--- config.mk ---
export PLATFORM = sky130hd
export DESIGN_NAME = spmc_core
export DESIGN_NICKNAME = d
export VERILOG_FILES = /design/src/inc/spmc_pkg.sv /design/src/inc/spmc_shift_if.sv /design/src/spmc_core.sv /design/src/spmc_baud_gen.sv /design/src/spmc_shifter.sv
export SDC_FILE = /design/constraint.sdc
export NUM_CORES = 1
export LEC_CHECK = 0
export BUFFER_PORTS_ARGS = -buffer_cell sky130_fd_sc_hd__clkbuf_2
export CORE_ASPECT_RATIO = 0.9
export CORE_MARGIN = 10
export CORE_UTILIZATION = 60
export CTS_BUF_LIST = sky130_fd_sc_hd__clkbuf_4
export DETAILED_ROUTE_END_ITERATION = 7
export GPL_ROUTABILITY_DRIVEN = 0
export GPL_TIMING_DRIVEN = 0
export PLACE_DENSITY = 0.8
export SLEW_MARGIN = 20
export SYNTH_ARGS = -nofsm -noshare
export SYNTH_HDL_FRONTEND = slang
export SYNTH_HIERARCHICAL = 1
export SYNTH_SLANG_ARGS = --single-unit
--- constraint.sdc ---
create_clock -name ref_clk_in -period 6.3 [get_ports ref_clk_in]
set_clock_uncertainty 0.2 [all_clocks]
set_input_delay 1.26 -clock ref_clk_in [delete_from_list [all_inputs] [get_ports ref_clk_in]]
set_output_delay 1.26 -clock ref_clk_in [all_outputs]
set_load 0.02 [all_outputs]
--- src/inc/spmc_pkg.sv ---
`default_nettype none
package spmc_pkg;
    // register port
    localparam int         ADDR_W     = 3;
    localparam logic [2:0] OFF_CTRL1  = 3'h0;
    localparam logic [2:0] OFF_CTRL2  = 3'h1;
    localparam logic [2:0] OFF_BAUD   = 3'h2;
    localparam logic [2:0] OFF_STAT   = 3'h3;
    localparam logic [2:0] OFF_RSVD_A = 3'h4;
    localparam logic [2:0] OFF_DATA   = 3'h5;
    localparam logic [2:0] OFF_RSVD_B = 3'h6;
    localparam logic [2:0] OFF_RSVD_C = 3'h7;
    // serial_control_one fields
    localparam int C1_XIE  = 7;
    localparam int C1_EN   = 6;
    localparam int C1_TIE  = 5;
    localparam int C1_MST  = 4;
    localparam int C1_CLOCK_IDLE_POLARITY = 3;
    localparam int C1_CLOCK_SAMPLE_PHASE = 2;
    localparam int C1_SELECT_OUTPUT_ENABLE = 1;
    localparam int C1_LSBF = 0;
    // serial_control_two fields
    localparam int C2_FDE = 4;
    localparam int C2_WCS = 1;
    // serial_clock_divider fields
    localparam int BR_PRE_LO = 4;
    localparam int BR_EXP_LO = 0;
    // serial_status fields
    localparam int ST_DONE  = 7;
    localparam int ST_TXE   = 5;
    localparam int ST_FAULT = 4;
    // writable masks, abort mask and reset values
    localparam logic [7:0] C2_MASK        = 8'h12;
    localparam logic [7:0] BAUD_MASK      = 8'h77;
    localparam logic [7:0] CFG_ABORT_MASK = 8'h0f;
    localparam logic [7:0] CTRL1_RST      = 8'h00;
    localparam logic [7:0] CTRL2_RST      = 8'h00;
    localparam logic [7:0] BAUD_RST       = 8'h00;
    // sequencing
    localparam logic [4:0] FIRST_EDGE = 5'h01;
    localparam logic [4:0] LAST_EDGE  = 5'h10;
    localparam int         DIV_CNT_W  = 11;
    typedef enum logic [0:0] {SPMC_IDLE, SPMC_RUN} spmc_state_type;
endpackage
`default_nettype wire

--- src/inc/spmc_shift_if.sv ---
`default_nettype none
interface spmc_shift_if;
    logic       load;
    logic [7:0] load_data;
    logic       sample;
    logic       shift;
    logic       in_bit;
    logic       lsb_first;
    logic       out_bit;
    logic [7:0] data;
    modport ctrl (output load, load_data, sample, shift, in_bit, lsb_first,
                  input  out_bit, data);
    modport shifter (input  load, load_data, sample, shift, in_bit, lsb_first,
                     output out_bit, data);
endinterface
`default_nettype wire

--- src/spmc_core.sv ---
// Function
// - wait mode with clock stop clear runs exactly as in run mode.
// - wait mode with clock stop set halts master clocking, resumes later.
// - stop mode halts master transfer, resumes when run mode returns.
// - slave keeps shifting its byte during wait and stop modes.
// - reserved bits read zero and ignore writes.
// - status writes ignored; reserved locations read all zeros.
// - control one bit 7 raises interrupt on done or fault flag.
// - clearing enable disables module, forces idle, resets status.
// - control one bit 5 raises interrupt on transmit empty flag.
// - bit 4 picks master or slave; any change forces idle.
// - bit 3 sets serial clock idle level.
// - bit 2 samples on odd edges when 0, even edges when 1.
// - bit 0 picks lsb first when 1, msb first when 0.
// - data register always keeps msb in bit 7.
// - master config change on polarity, phase, select, order aborts to idle.
// - select pin role set by master, fault enable and select output.
// - master drives mosi, reads miso; slave the reverse.
// - master drives serial clock; slave shifts on incoming clock.
// - master clock divides bus clock by (pre+1) times 2^(exp+1).
// - control two bit 4 enables fault detection on select pin.
// - control two bit 1 stops serial clock in wait mode.
//
// The plain strobed port is this design's own decision.
`default_nettype none
module spmc_core (
    // clock and reset
    input  wire logic                        ref_clk_in,
    input  wire logic                        arst_n_in,
    // register port
    input  wire logic [spmc_pkg::ADDR_W-1:0] addr_in,
    input  wire logic [7:0]                  wr_data_in,
    input  wire logic                        wr_strobe_in,
    input  wire logic                        rd_strobe_in,
    output logic      [7:0]                  rd_data_out,
    // low power modes
    input  wire logic                        wait_mode_in,
    input  wire logic                        stop_mode_in,
    // interrupt request
    output logic                             irq_out,
    // serial clock pin
    input  wire logic                        sck_in,
    output logic                             sck_out,
    output logic                             sck_oe_out,
    // master out slave in pin
    input  wire logic                        mosi_in,
    output logic                             mosi_out,
    output logic                             mosi_oe_out,
    // master in slave out pin
    input  wire logic                        miso_in,
    output logic                             miso_out,
    output logic                             miso_oe_out,
    // slave select pin, active low
    input  wire logic                        ss_n_in,
    output logic                             ss_n_out,
    output logic                             ss_n_oe_out
);
    import spmc_pkg::*;

    logic [7:0]     ctrl1;
    logic [7:0]     ctrl2;
    logic [7:0]     baud;
    logic [7:0]     tx_buf;
    logic [7:0]     rx_data;
    logic           done_flag;
    logic           fault_flag;
    logic           txe_flag;
    logic           arm_done;
    logic           arm_fault;
    logic           arm_txe;
    spmc_state_type state;
    logic [4:0]     edge_cnt;
    logic [4:0]     edge_num;
    logic           sck_int;
    logic           sck_prev;
    logic           mst_prev;
    logic           done_pend;
    logic           en;
    logic           mst;
    logic           clock_idle_polarity;
    logic           clock_sample_phase;
    logic           fde;
    logic           select_output_enable;
    logic           halt;
    logic           wr_c1;
    logic           wr_c2;
    logic           wr_br;
    logic           wr_dat;
    logic           rd_st;
    logic           rd_dat;
    logic           tick;
    logic           edge_ev;
    logic           last;
    logic           start;
    logic           abort;
    logic           fault_ev;
    logic           cfg_chg;
    logic [7:0]     next_rd;

    spmc_shift_if sh ();

    function automatic logic hit(input logic [ADDR_W-1:0] a, input logic [2:0] off);
        hit = (a == off);
    endfunction

    function automatic logic is_sample(input logic phase, input logic [4:0] num);
        is_sample = phase ? ~num[0] : num[0];
    endfunction

    // with phase 1 the first edge only launches, the final shift closes the byte
    function automatic logic is_shift(input logic phase, input logic [4:0] num);
        is_shift = phase ? ((num[0] && num != FIRST_EDGE) || num == LAST_EDGE) : ~num[0];
    endfunction

    always_comb begin
        en     = ctrl1[C1_EN];
        mst    = ctrl1[C1_MST];
        clock_idle_polarity   = ctrl1[C1_CLOCK_IDLE_POLARITY];
        clock_sample_phase   = ctrl1[C1_CLOCK_SAMPLE_PHASE];
        select_output_enable   = ctrl1[C1_SELECT_OUTPUT_ENABLE];
        fde    = ctrl2[C2_FDE];
        wr_c1  = wr_strobe_in && hit(addr_in, OFF_CTRL1);
        wr_c2  = wr_strobe_in && hit(addr_in, OFF_CTRL2);
        wr_br  = wr_strobe_in && hit(addr_in, OFF_BAUD);
        wr_dat = wr_strobe_in && hit(addr_in, OFF_DATA);
        rd_st  = rd_strobe_in && hit(addr_in, OFF_STAT);
        rd_dat = rd_strobe_in && hit(addr_in, OFF_DATA);
    end

    // a slave never halts so it stays locked to the far master
    always_comb begin
        halt = stop_mode_in || (wait_mode_in && ctrl2[C2_WCS]);
    end

    always_comb begin
        fault_ev = en && mst && fde && !select_output_enable && !ss_n_in;
        cfg_chg  = mst && ((wr_c1 && ((wr_data_in ^ ctrl1) & CFG_ABORT_MASK) != 8'h00)
                   || (wr_c2 && wr_data_in[C2_FDE] != fde)
                   || (wr_br && ((wr_data_in ^ baud) & BAUD_MASK) != 8'h00));
        abort    = !en || (mst != mst_prev) || cfg_chg || fault_ev || (!mst && ss_n_in);
        start    = (state == SPMC_IDLE) && en && !abort
                   && (mst ? (!txe_flag && !halt) : !ss_n_in);
        edge_num = edge_cnt + FIRST_EDGE;
        edge_ev  = (state == SPMC_RUN) && !abort
                   && (mst ? tick : (sck_in != sck_prev));
        last     = edge_ev && (edge_num == LAST_EDGE);
    end

    always_comb begin
        sh.load      = start;
        sh.load_data = tx_buf;
        sh.sample    = edge_ev && is_sample(clock_sample_phase, edge_num);
        sh.shift     = edge_ev && is_shift(clock_sample_phase, edge_num);
        sh.in_bit    = mst ? miso_in : mosi_in;
        sh.lsb_first = ctrl1[C1_LSBF];
    end

    spmc_shifter u_shifter (
        .ref_clk_in (ref_clk_in),
        .arst_n_in  (arst_n_in),
        .sh         (sh.shifter)
    );

    spmc_baud_gen #(
        .CNT_W (DIV_CNT_W)
    ) u_baud (
        .ref_clk_in   (ref_clk_in),
        .arst_n_in    (arst_n_in),
        .run_in       ((state == SPMC_RUN) && mst && !halt),
        .clear_in     (state != SPMC_RUN),
        .preselect_in (baud[BR_PRE_LO +: 3]),
        .exponent_in  (baud[BR_EXP_LO +: 3]),
        .tick_out     (tick)
    );

    // a fault drops master select after any same cycle write
    always_ff @(posedge ref_clk_in or negedge arst_n_in) begin
        if (!arst_n_in) begin
            ctrl1 <= CTRL1_RST;
        end else begin
            if (wr_c1) begin
                ctrl1 <= wr_data_in;
            end
            if (fault_ev) begin
                ctrl1[C1_MST] <= 1'b0;
            end
        end
    end

    always_ff @(posedge ref_clk_in or negedge arst_n_in) begin
        if (!arst_n_in) begin
            ctrl2 <= CTRL2_RST;
            baud  <= BAUD_RST;
        end else begin
            if (wr_c2) begin
                ctrl2 <= wr_data_in & C2_MASK;
            end
            if (wr_br) begin
                baud <= wr_data_in & BAUD_MASK;
            end
        end
    end

    always_ff @(posedge ref_clk_in or negedge arst_n_in) begin
        if (!arst_n_in) begin
            state    <= SPMC_IDLE;
            edge_cnt <= 5'h00;
        end else if (abort) begin
            state    <= SPMC_IDLE;
            edge_cnt <= 5'h00;
        end else if (start) begin
            state    <= SPMC_RUN;
            edge_cnt <= 5'h00;
        end else if (last) begin
            state    <= SPMC_IDLE;
            edge_cnt <= 5'h00;
        end else if (edge_ev) begin
            edge_cnt <= edge_num;
        end
    end

    always_ff @(posedge ref_clk_in or negedge arst_n_in) begin
        if (!arst_n_in) begin
            sck_int <= 1'b0;
        end else if (state != SPMC_RUN || abort) begin
            sck_int <= clock_idle_polarity;
        end else if (mst && edge_ev) begin
            sck_int <= ~sck_int;
        end
    end

    always_ff @(posedge ref_clk_in or negedge arst_n_in) begin
        if (!arst_n_in) begin
            sck_prev  <= 1'b0;
            mst_prev  <= 1'b0;
            done_pend <= 1'b0;
            rx_data   <= 8'h00;
        end else begin
            sck_prev  <= sck_in;
            mst_prev  <= mst;
            done_pend <= last && en;
            if (done_pend) begin
                rx_data <= sh.data;
            end
        end
    end

    always_ff @(posedge ref_clk_in or negedge arst_n_in) begin
        if (!arst_n_in) begin
            tx_buf <= 8'h00;
        end else if (wr_dat && arm_txe && txe_flag) begin
            tx_buf <= wr_data_in;
        end
    end

    // set beats clear in every flag below
    always_ff @(posedge ref_clk_in or negedge arst_n_in) begin
        if (!arst_n_in) begin
            txe_flag <= 1'b1;
            arm_txe  <= 1'b0;
        end else if (!en) begin
            txe_flag <= 1'b1;
            arm_txe  <= 1'b0;
        end else begin
            if (start && !txe_flag) begin
                txe_flag <= 1'b1;
            end else if (wr_dat && arm_txe) begin
                txe_flag <= 1'b0;
            end
            if (rd_st && txe_flag) begin
                arm_txe <= 1'b1;
            end else if (wr_dat) begin
                arm_txe <= 1'b0;
            end
        end
    end

    always_ff @(posedge ref_clk_in or negedge arst_n_in) begin
        if (!arst_n_in) begin
            done_flag <= 1'b0;
            arm_done  <= 1'b0;
        end else if (!en) begin
            done_flag <= 1'b0;
            arm_done  <= 1'b0;
        end else begin
            if (done_pend) begin
                done_flag <= 1'b1;
            end else if (rd_dat && arm_done) begin
                done_flag <= 1'b0;
            end
            if (rd_st && done_flag) begin
                arm_done <= 1'b1;
            end else if (rd_dat) begin
                arm_done <= 1'b0;
            end
        end
    end

    always_ff @(posedge ref_clk_in or negedge arst_n_in) begin
        if (!arst_n_in) begin
            fault_flag <= 1'b0;
            arm_fault  <= 1'b0;
        end else if (!en) begin
            fault_flag <= 1'b0;
            arm_fault  <= 1'b0;
        end else begin
            if (fault_ev) begin
                fault_flag <= 1'b1;
            end else if (wr_c1 && arm_fault) begin
                fault_flag <= 1'b0;
            end
            if (rd_st && fault_flag) begin
                arm_fault <= 1'b1;
            end else if (wr_c1) begin
                arm_fault <= 1'b0;
            end
        end
    end

    always_comb begin
        next_rd = 8'h00;
        case (addr_in)
            OFF_CTRL1: next_rd = ctrl1;
            OFF_CTRL2: next_rd = ctrl2;
            OFF_BAUD:  next_rd = baud;
            OFF_STAT:  next_rd = {done_flag, 1'b0, txe_flag, fault_flag, 4'h0};
            OFF_DATA:  next_rd = rx_data;
            default:   next_rd = 8'h00;
        endcase
    end

    // read data stand for one cycle only, zero otherwise
    always_ff @(posedge ref_clk_in or negedge arst_n_in) begin
        if (!arst_n_in) begin
            rd_data_out <= 8'h00;
        end else begin
            rd_data_out <= rd_strobe_in ? next_rd : 8'h00;
        end
    end

    always_ff @(posedge ref_clk_in or negedge arst_n_in) begin
        if (!arst_n_in) begin
            irq_out <= 1'b0;
        end else begin
            irq_out <= en && ((ctrl1[C1_XIE] && (done_flag || fault_flag))
                       || (ctrl1[C1_TIE] && txe_flag));
        end
    end

    // pins are registered, so every pin lags the internal sequencer by one cycle
    always_ff @(posedge ref_clk_in or negedge arst_n_in) begin
        if (!arst_n_in) begin
            sck_out     <= 1'b0;
            sck_oe_out  <= 1'b0;
            mosi_out    <= 1'b0;
            mosi_oe_out <= 1'b0;
            miso_out    <= 1'b0;
            miso_oe_out <= 1'b0;
            ss_n_out    <= 1'b1;
            ss_n_oe_out <= 1'b0;
        end else begin
            sck_out     <= sck_int;
            sck_oe_out  <= en && mst;
            mosi_out    <= sh.out_bit;
            mosi_oe_out <= en && mst;
            miso_out    <= sh.out_bit;
            miso_oe_out <= en && !mst && !ss_n_in;
            ss_n_out    <= state != SPMC_RUN;
            ss_n_oe_out <= en && mst && fde && select_output_enable;
        end
    end
endmodule
`default_nettype wire

--- src/spmc_baud_gen.sv ---
`default_nettype none
module spmc_baud_gen #(
    parameter int CNT_W = spmc_pkg::DIV_CNT_W
) (
    // clock and reset
    input  wire logic       ref_clk_in,
    input  wire logic       arst_n_in,
    // control
    input  wire logic       run_in,
    input  wire logic       clear_in,
    input  wire logic [2:0] preselect_in,
    input  wire logic [2:0] exponent_in,
    // half period strobe
    output logic            tick_out
);
    import spmc_pkg::*;
    logic [CNT_W-1:0] half;
    logic [CNT_W-1:0] cnt;
    always_comb begin
        half     = CNT_W'({1'b0, preselect_in} + 4'h1) << exponent_in;
        tick_out = run_in && (cnt == half - CNT_W'(1));
    end
    // a stopped run keeps the count so a halted byte resumes mid bit
    always_ff @(posedge ref_clk_in or negedge arst_n_in) begin
        if (!arst_n_in) begin
            cnt <= '0;
        end else if (clear_in) begin
            cnt <= '0;
        end else if (run_in) begin
            cnt <= tick_out ? '0 : cnt + CNT_W'(1);
        end
    end
endmodule
`default_nettype wire

--- src/spmc_shifter.sv ---
`default_nettype none
module spmc_shifter (
    // clock and reset
    input  wire logic     ref_clk_in,
    input  wire logic     arst_n_in,
    // control side
    spmc_shift_if.shifter sh
);
    import spmc_pkg::*;
    logic [7:0] sreg;
    logic       held;
    logic       next_bit;
    always_comb begin
        next_bit = sh.sample ? sh.in_bit : held;
    end
    always_ff @(posedge ref_clk_in or negedge arst_n_in) begin
        if (!arst_n_in) begin
            held <= 1'b0;
        end else if (sh.sample) begin
            held <= sh.in_bit;
        end
    end
    // bit 7 is the msb in both orders, only the shift direction changes
    always_ff @(posedge ref_clk_in or negedge arst_n_in) begin
        if (!arst_n_in) begin
            sreg <= 8'h00;
        end else if (sh.load) begin
            sreg <= sh.load_data;
        end else if (sh.shift) begin
            sreg <= sh.lsb_first ? {next_bit, sreg[7:1]} : {sreg[6:0], next_bit};
        end
    end
    assign sh.out_bit = sh.lsb_first ? sreg[0] : sreg[7];
    assign sh.data    = sreg;
endmodule
`default_nettype wire

* Word level (Yosys, flattened, before mapping)
Cells that the tools add are included.
** Word-level totals
- Register bits after elaboration :: 83
- Logic and storage cells :: 171
- Input bits :: 21
- Output and inout bits :: 17
** Operators by class
- Bitwise logic cells :: 5
- Multiplexer cells :: 44
- Reduce and logical (&&, ||, !) cells :: 71
- Add/subtract/negate cells :: 4
- Eq/ne operators :: 17
- Shift-type cells :: 1
** Operators with widths (number)
- $logic_and 1x1->1 :: 45
- $pmux 8 s5 :: 1
- $mux 11 :: 3
- $mux 8 :: 4
- $mux 1 :: 31
- $mux 5 :: 5
- $ne 3x1->1 const B :: 6
- $reduce_bool 8->1 :: 2
- $add 11x1->11 const B :: 1
- $eq 11x11->1 :: 1
- $logic_or 1x1->1 :: 11
- $shl 11x3->11 :: 1
- $sub 11x1->11 const B :: 1
- $logic_not 1->1 :: 7
- $xor 7x7->7 :: 1
- $eq 3x2->1 const B :: 2
- $reduce_bool 2->1 :: 3
- $add 5x1->5 const B :: 1
- $eq 5x5->1 const B :: 1
- $ne 5x1->1 const B :: 1
- $add 3x1->4 const B :: 1
- $reduce_bool 4->1 :: 1
- $xor 4x4->4 :: 1
- $eq 3x1->1 const B :: 1
- other kinds (6) :: 10

* Longest topological paths before layout
- Word-level depth :: 17
- Mapped depth :: 18
- Gate-level depth less buffers :: 16

* Hierarchy
The synthesis kept the hierarchy.
** By module, submodules not included
- spmc_core :: sequential area each 1579.0 um2, area an instance 3026.7 um2, cells each 256, instances 1
- spmc_baud_gen :: sequential area each 275.3 um2, area an instance 1567.8 um2, cells each 204, instances 1
- spmc_shifter :: sequential area each 225.2 um2, area an instance 514.2 um2, cells each 48, instances 1

* Least setup slack after synthesis
OpenSTA, ideal clock, no wires.
- Path type :: register to register
- Start :: register baud[5]
- End :: register u_shifter.sreg[1], in the netlist u_shifter/sh.data[1]
- Path slack :: 2165 ps
- Required time :: 6036 ps
- Arrival time :: 3871 ps
- Buffers on the path :: 2
- Stages on the path, launching flop included :: 17
- Period minus slack after synthesis :: 4135 ps
- Setup time :: 64 ps
- Path through :: dfrtp_1 > ha_1 > xor2_2 > a221o_1 > or4_4 > a21o_1 > a2111oi_4 > nand4_1 > nor3_1 > nand2b_1 > o211ai_1 > clkbuf_1 > a211oi_2 > buf_6 > nor2_1 > a211oi_1 > a21o_1
** Between the ends
- Elaborated cells on any way between the ends :: 22
- Classes of those cells :: 2 x add/sub; 1 x eq/ne; 1 x shift; 2 x mux; 1 x bitwise; 15 x reduce/logical
** RTL lines
- from (decl) :: RTL line spmc_core.sv:62 : logic [7:0] baud;
- from (signal assigned) :: RTL line spmc_core.sv:199 : baud <= wr_data_in & BAUD_MASK;
- $add 3x1->4 :: RTL line spmc_baud_gen.sv:20 : half = CNT_W'({1'b0, preselect_in} + 4'h1) << exponent_in;
- $shl 11x3->11 :: RTL line spmc_baud_gen.sv:20
- $sub 11x1->11 :: RTL line spmc_baud_gen.sv:21 : tick_out = run_in && (cnt == half - CNT_W'(1));
- $eq 11x11->1 :: RTL line spmc_baud_gen.sv:21
- $logic_and 1x1->1 :: RTL line spmc_baud_gen.sv:21
- named net tick :: RTL line spmc_core.sv:91 : logic tick;
- $mux 1 :: RTL line spmc_core.sv:145 : && (mst ? tick : (sck_in != sck_prev));
- $logic_and 1x1->1 :: RTL line spmc_core.sv:145
- $logic_and 1x1->1 :: RTL line spmc_core.sv:153 : sh.shift = edge_ev && is_shift(clock_sample_phase, edge_num);
- named net sh.shift :: RTL line spmc_shift_if.sv:6 : logic shift;
- $reduce_bool 2->1 (no line)
- to (signal assigned) :: RTL line spmc_shifter.sv:28 : sreg <= sh.load_data;
- to (signal assigned) :: RTL line spmc_shifter.sv:30 : sreg <= sh.lsb_first ? {next_bit, sreg[7:1]} : {sreg[6:0], next_bit};
- to (decl) :: RTL line spmc_shifter.sv:10 : logic [7:0] sreg;
The timed path passes the listed nets, and every way through them passes these cells.
A chain may end at the register's enable or synchronous reset.

* Worst setup path in the final report
Ends and elaborated chain as after synthesis.

==> run summary <==
The flow ran to the end, and the final reports show no timing, DRC or antenna violations. The post-route minimum period is 4.96 ns, and the area of the core is 0.00818 sq mm. Along the worst path, the maximum fanout reaches 10.

For the number of global-route vias before repair, the log shows 3,972. The worst hold path begins at sck_int. The post-synthesis mux area share was 0.114; the detailed-route via count was 4,132. After the first detailed-routing iteration, the DRC count stood at 292. STA classifies the critical path startpoint as a flip-flop. After detailed routing, the number of remaining DRC violations is 0. The kind of capture point of the worst setup path was a flip-flop. The run gives 0 as the final number of hold-violating endpoints.

The share of flip-flops with an asynchronous set or reset is 1.00. The share of total power in the clock network is 0.174. The post-synthesis share of cell area spent on xor and xnor gates is 0.0607, and the share of final-layout standard cells stronger than drive strength 1 is 0.230. The clock transition at the registers of the reported paths works out to 0.12 ns.

Walking the worst path, the cells encountered are ha_1 > nor2b_1 > nor3_1 > or4_4 > a21o_1 > a2111oi_4 > nand4_1 > nor3_1 > nand2b_1 > o211ai_1 > clkbuf_1 > a211oi_2 > buf_6 > nor2_1 > a211oi_1 > a21o_1. Counting every net in the synthesized netlist gives 534. The fraction of the cycle the final worst path needs came out at 0.787. The signal arrival time at the worst endpoint came out at 5.12 ns.

The number of detailed-routing iterations run before antenna repair was 5. The run gives 83 as the number of clock sinks. In this run the critical register-to-register path is launched from baud[5]. At the pin with the least slew margin, the transition time is 0.624 ns. The sequential area share after synthesis was 0.407. The setup path with the least slack is of type flip-flop to flip-flop. Overall die width: 117 microns. The internal power of the cells totals 907 uW.

The layout filler cell count is 637, and the post-cts gate resize count is 0. For the count of pins over their slew limit, the log shows 0. In this run the post-CTS setup repair buffer count came out at 0. The total power density per cell area is 267 mW/mm^2, and the buffer and inverter count on the worst path is 2. The tools report the combined global-route utilization of all metal layers as 0.194. The reported net switching power is 578 uW. The family of cells with the greatest summed delay on the critical path was simple AND/OR/NAND/NOR gates. The synthesized design contains 0 enable-type register cells. TritonCTS built the clock tree. Along the worst hold path, the cell count comes to 0. The slowest stage of the critical path is the or4_4 cell. The worst-case IR drop observed on VDD is 0.000122 V. During I/O placement, the number of pins put on the boundary was 38.

Initial standard-cell utilization of the core: 0.624. In this run the number of H-tree levels came out at 3. Wire length after detailed routing: 11.7 mm. Counting cells, the worst reg-to-reg path comes to 16. The tools report the die area as 0.0126 sq mm. The clock passes through at most 2 buffers. Summed over all cells, the static leakage comes to 0.00249 uW. The synthesized-area fraction occupied by ao, oa, aoi and oai cells is 0.186.

The share of power burned in registers was 0.432; the footprint of the flip-flops and latches was 0.00208 sq mm. After layout, the design draws a total of 1490 uW. The setup total negative slack was 0 ns; the post-synthesis average cell area was 10.1 sq um. The Yosys step of the flow raised 6 warnings. The logs give 0 for the final antenna diode count and 0.42 ns for the clock insertion delay at the later pin of the skew report. The simple-gate share of the synthesized area was 0.180; the register-to-register path setup slack was 1.34 ns. For the largest net degree at the start of global routing, the log shows 44. The HPWL after detailed placement is 8.88 mm. The area overhead of the layout relative to synthesis was 8.87%; the global-route wire length before repair was 19.7 mm.

For the post-layout utilization of the core, the log shows 0.680. The floorplan has 31 rows. The tool flagged a number of max-cap violations equal to 0. STA puts the critical path data required time at 6.47 ns.

The die height came out at 108 microns. The number of buffers added on ports works out to 36. The master cell of the clock root buffer is clkbuf_4. For the multi-input logic area, the log shows 0.00282 sq mm. In this run the critical register-to-register path is captured at u_shifter/sh.data[1]. The number of nets in the layout is 582, and the number of library cell types mapped by synthesis is 74. The cell area that synthesis handed to floorplanning was 0.00511 sq mm.

The total overflow left after global routing is 0. On the worst path, the slowest cell contributes a delay of 0.53 ns. The dominant combinational cell family by area after synthesis was compound AO/OA/AOI/OAI gates. TritonCTS created 9 clock buffers.

Setup repair after global routing left no endpoint under its margin. The synthesized instance count came out at 508. After clock tree synthesis, the flow added hold-fix buffers numbering 0.

The final setup violation count is 0. The switching power as a share of total power works out to 0.389. The fraction of the mapped netlist area in adder cells is 0.0122, and the number of antenna violations at the first check in global routing is 0. In the final routed layout, each cell accounts on average for 17.3 microns. Static timing analysis puts the maximum clock frequency at 202 MHz. The run gives 0.578 as the relative slew slack. Counting flops and latches in the post-synthesis netlist gives 83. For hold timing, the worst endpoint is sck_out.

The logic gate share of total power was 0.394. Type of the most critical hold path: flip-flop to flip-flop. The detail route stage leaves a number of antenna-violating nets equal to 0.

Among all flip-flop cells after synthesis, the most frequent one is dfrtp_1. After detailed routing, the number of vias per cell comes to 6.12.
==> layout by cell type (no fill, tap or decap), types with 9 or more instances in the layout <==
master,synthesis,layout
a21oi_1,18,18
a22oi_1,9,9
clkbuf_2,0,35
o211ai_1,9,9
dfrtp_1,81,81
buf_2,10,10
a21o_1,11,11
nand2b_1,14,14
mux2_2,38,38
xor2_1,15,15
nand3_1,15,15
mux2i_1,13,13
nand2_1,33,33
o21ai_0,23,23
nor2b_1,19,19
clkbuf_1,11,11
xnor2_1,16,16
inv_1,11,11
nor2_1,29,29
nor3_1,10,10
clkbuf_4,0,11
==> Yosys cell counts (11+ instances only) <==
library cell	n	area [sq um]
nand2b_1	14	87.6
clkbuf_1	11	41.3
mux2_2	38	428
a21o_1	11	82.6
nand3_1	15	75.1
xnor2_1	16	140
nor2_1	29	109
mux2i_1	13	130
dfrtp_1	81	2030
nor2b_1	19	119
a21oi_1	18	90.1
inv_1	11	41.3
nand2_1	33	124
o21ai_0	23	115
xor2_1	15	131
==> power by group through the flow <==
| stage | Combinational [uW] | Clock, uW | Sequential [uW] |
|---|---|---|---|
| 2_1_floorplan | 432 | 0 | 646 |
| 3_3_place_gp | 556 | 0 | 648 |
| 3_5_place_dp | 573 | 0 | 651 |
| 4_1_cts | 576 | 266 | 641 |
| 5_1_grt | 642 | 289 | 650 |
| 6_report | 585 | 258 | 642 |
==> metrics by stage <==
| step | setup WS, ns | hold slack [ns] | cell area [sq um] | instances |
|---|---|---|---|---|
| 2_1_floorplan | 2.17 | 0.172 | 5110 | 508 |
| 3_3_place_gp | 1.61 | 0.224 | 5430 | 659 |
| 3_5_place_dp | 1.46 | 0.236 | 5460 | 660 |
| 4_1_cts | 1.40 | 0.265 | 5560 | 675 |
| 5_1_grt | 1.07 | 0.272 | 5560 | 675 |
| 6_report | 1.34 | 0.262 | 5560 | 675 |
==> flip-flops by register name, summed over array words and instances, names as in the netlist, 2 cells and up <==
| name | count |
|---|---|
| baud | 6 |
| rd_data_out | 8 |
| u_baud/cnt | 11 |
| edge_cnt | 5 |
| sh.load_data | 8 |
| rx_data | 8 |
| ctrl2 | 2 |
| ctrl1 | 8 |
| u_shifter/sh.data | 8 |
==> kinds of logic after synthesis <==
kind of cell    Yosys count
simple gates            165
compound gates          128
flops                    83
mux                      53
buf+inv                  41
xor+xnor                 33
fa+ha+maj                 5
==> area by class of cell <==
class | instances | area share
multi-input combinational | 384 | 0.507
sequential | 83 | 0.374
timing repair buffer | 37 | 0.0364
buffer | 30 | 0.0299
tap | 115 | 0.0259
clock buffer | 10 | 0.0135
inverter | 11 | 0.00742
clock inverter | 5 | 0.00562
==> worst max path at each step <==
stage	start	end	depth (start not counted)
floorplan	baud[5]	u_shifter/sh.data[1]	16
global placement	baud[5]	u_shifter/sh.data[1]	16
detailed placement	baud[5]	u_shifter/sh.data[1]	16
CTS	baud[5]	u_shifter/sh.data[1]	16
global route	baud[2]	u_shifter/sh.data[1]	18
finish	baud[5]	u_shifter/sh.data[1]	16
==> per-layer routing <==
layer	GRT usage	vias to the layer above	wire, microns
met5	0	-	0
met4	0.0406	0	80
met3	0.0412	7	932
met2	0.283	153	5140
met1	0.288	2021	5540
li1	-	1951	-
Power figures use the tool's default switching activity.
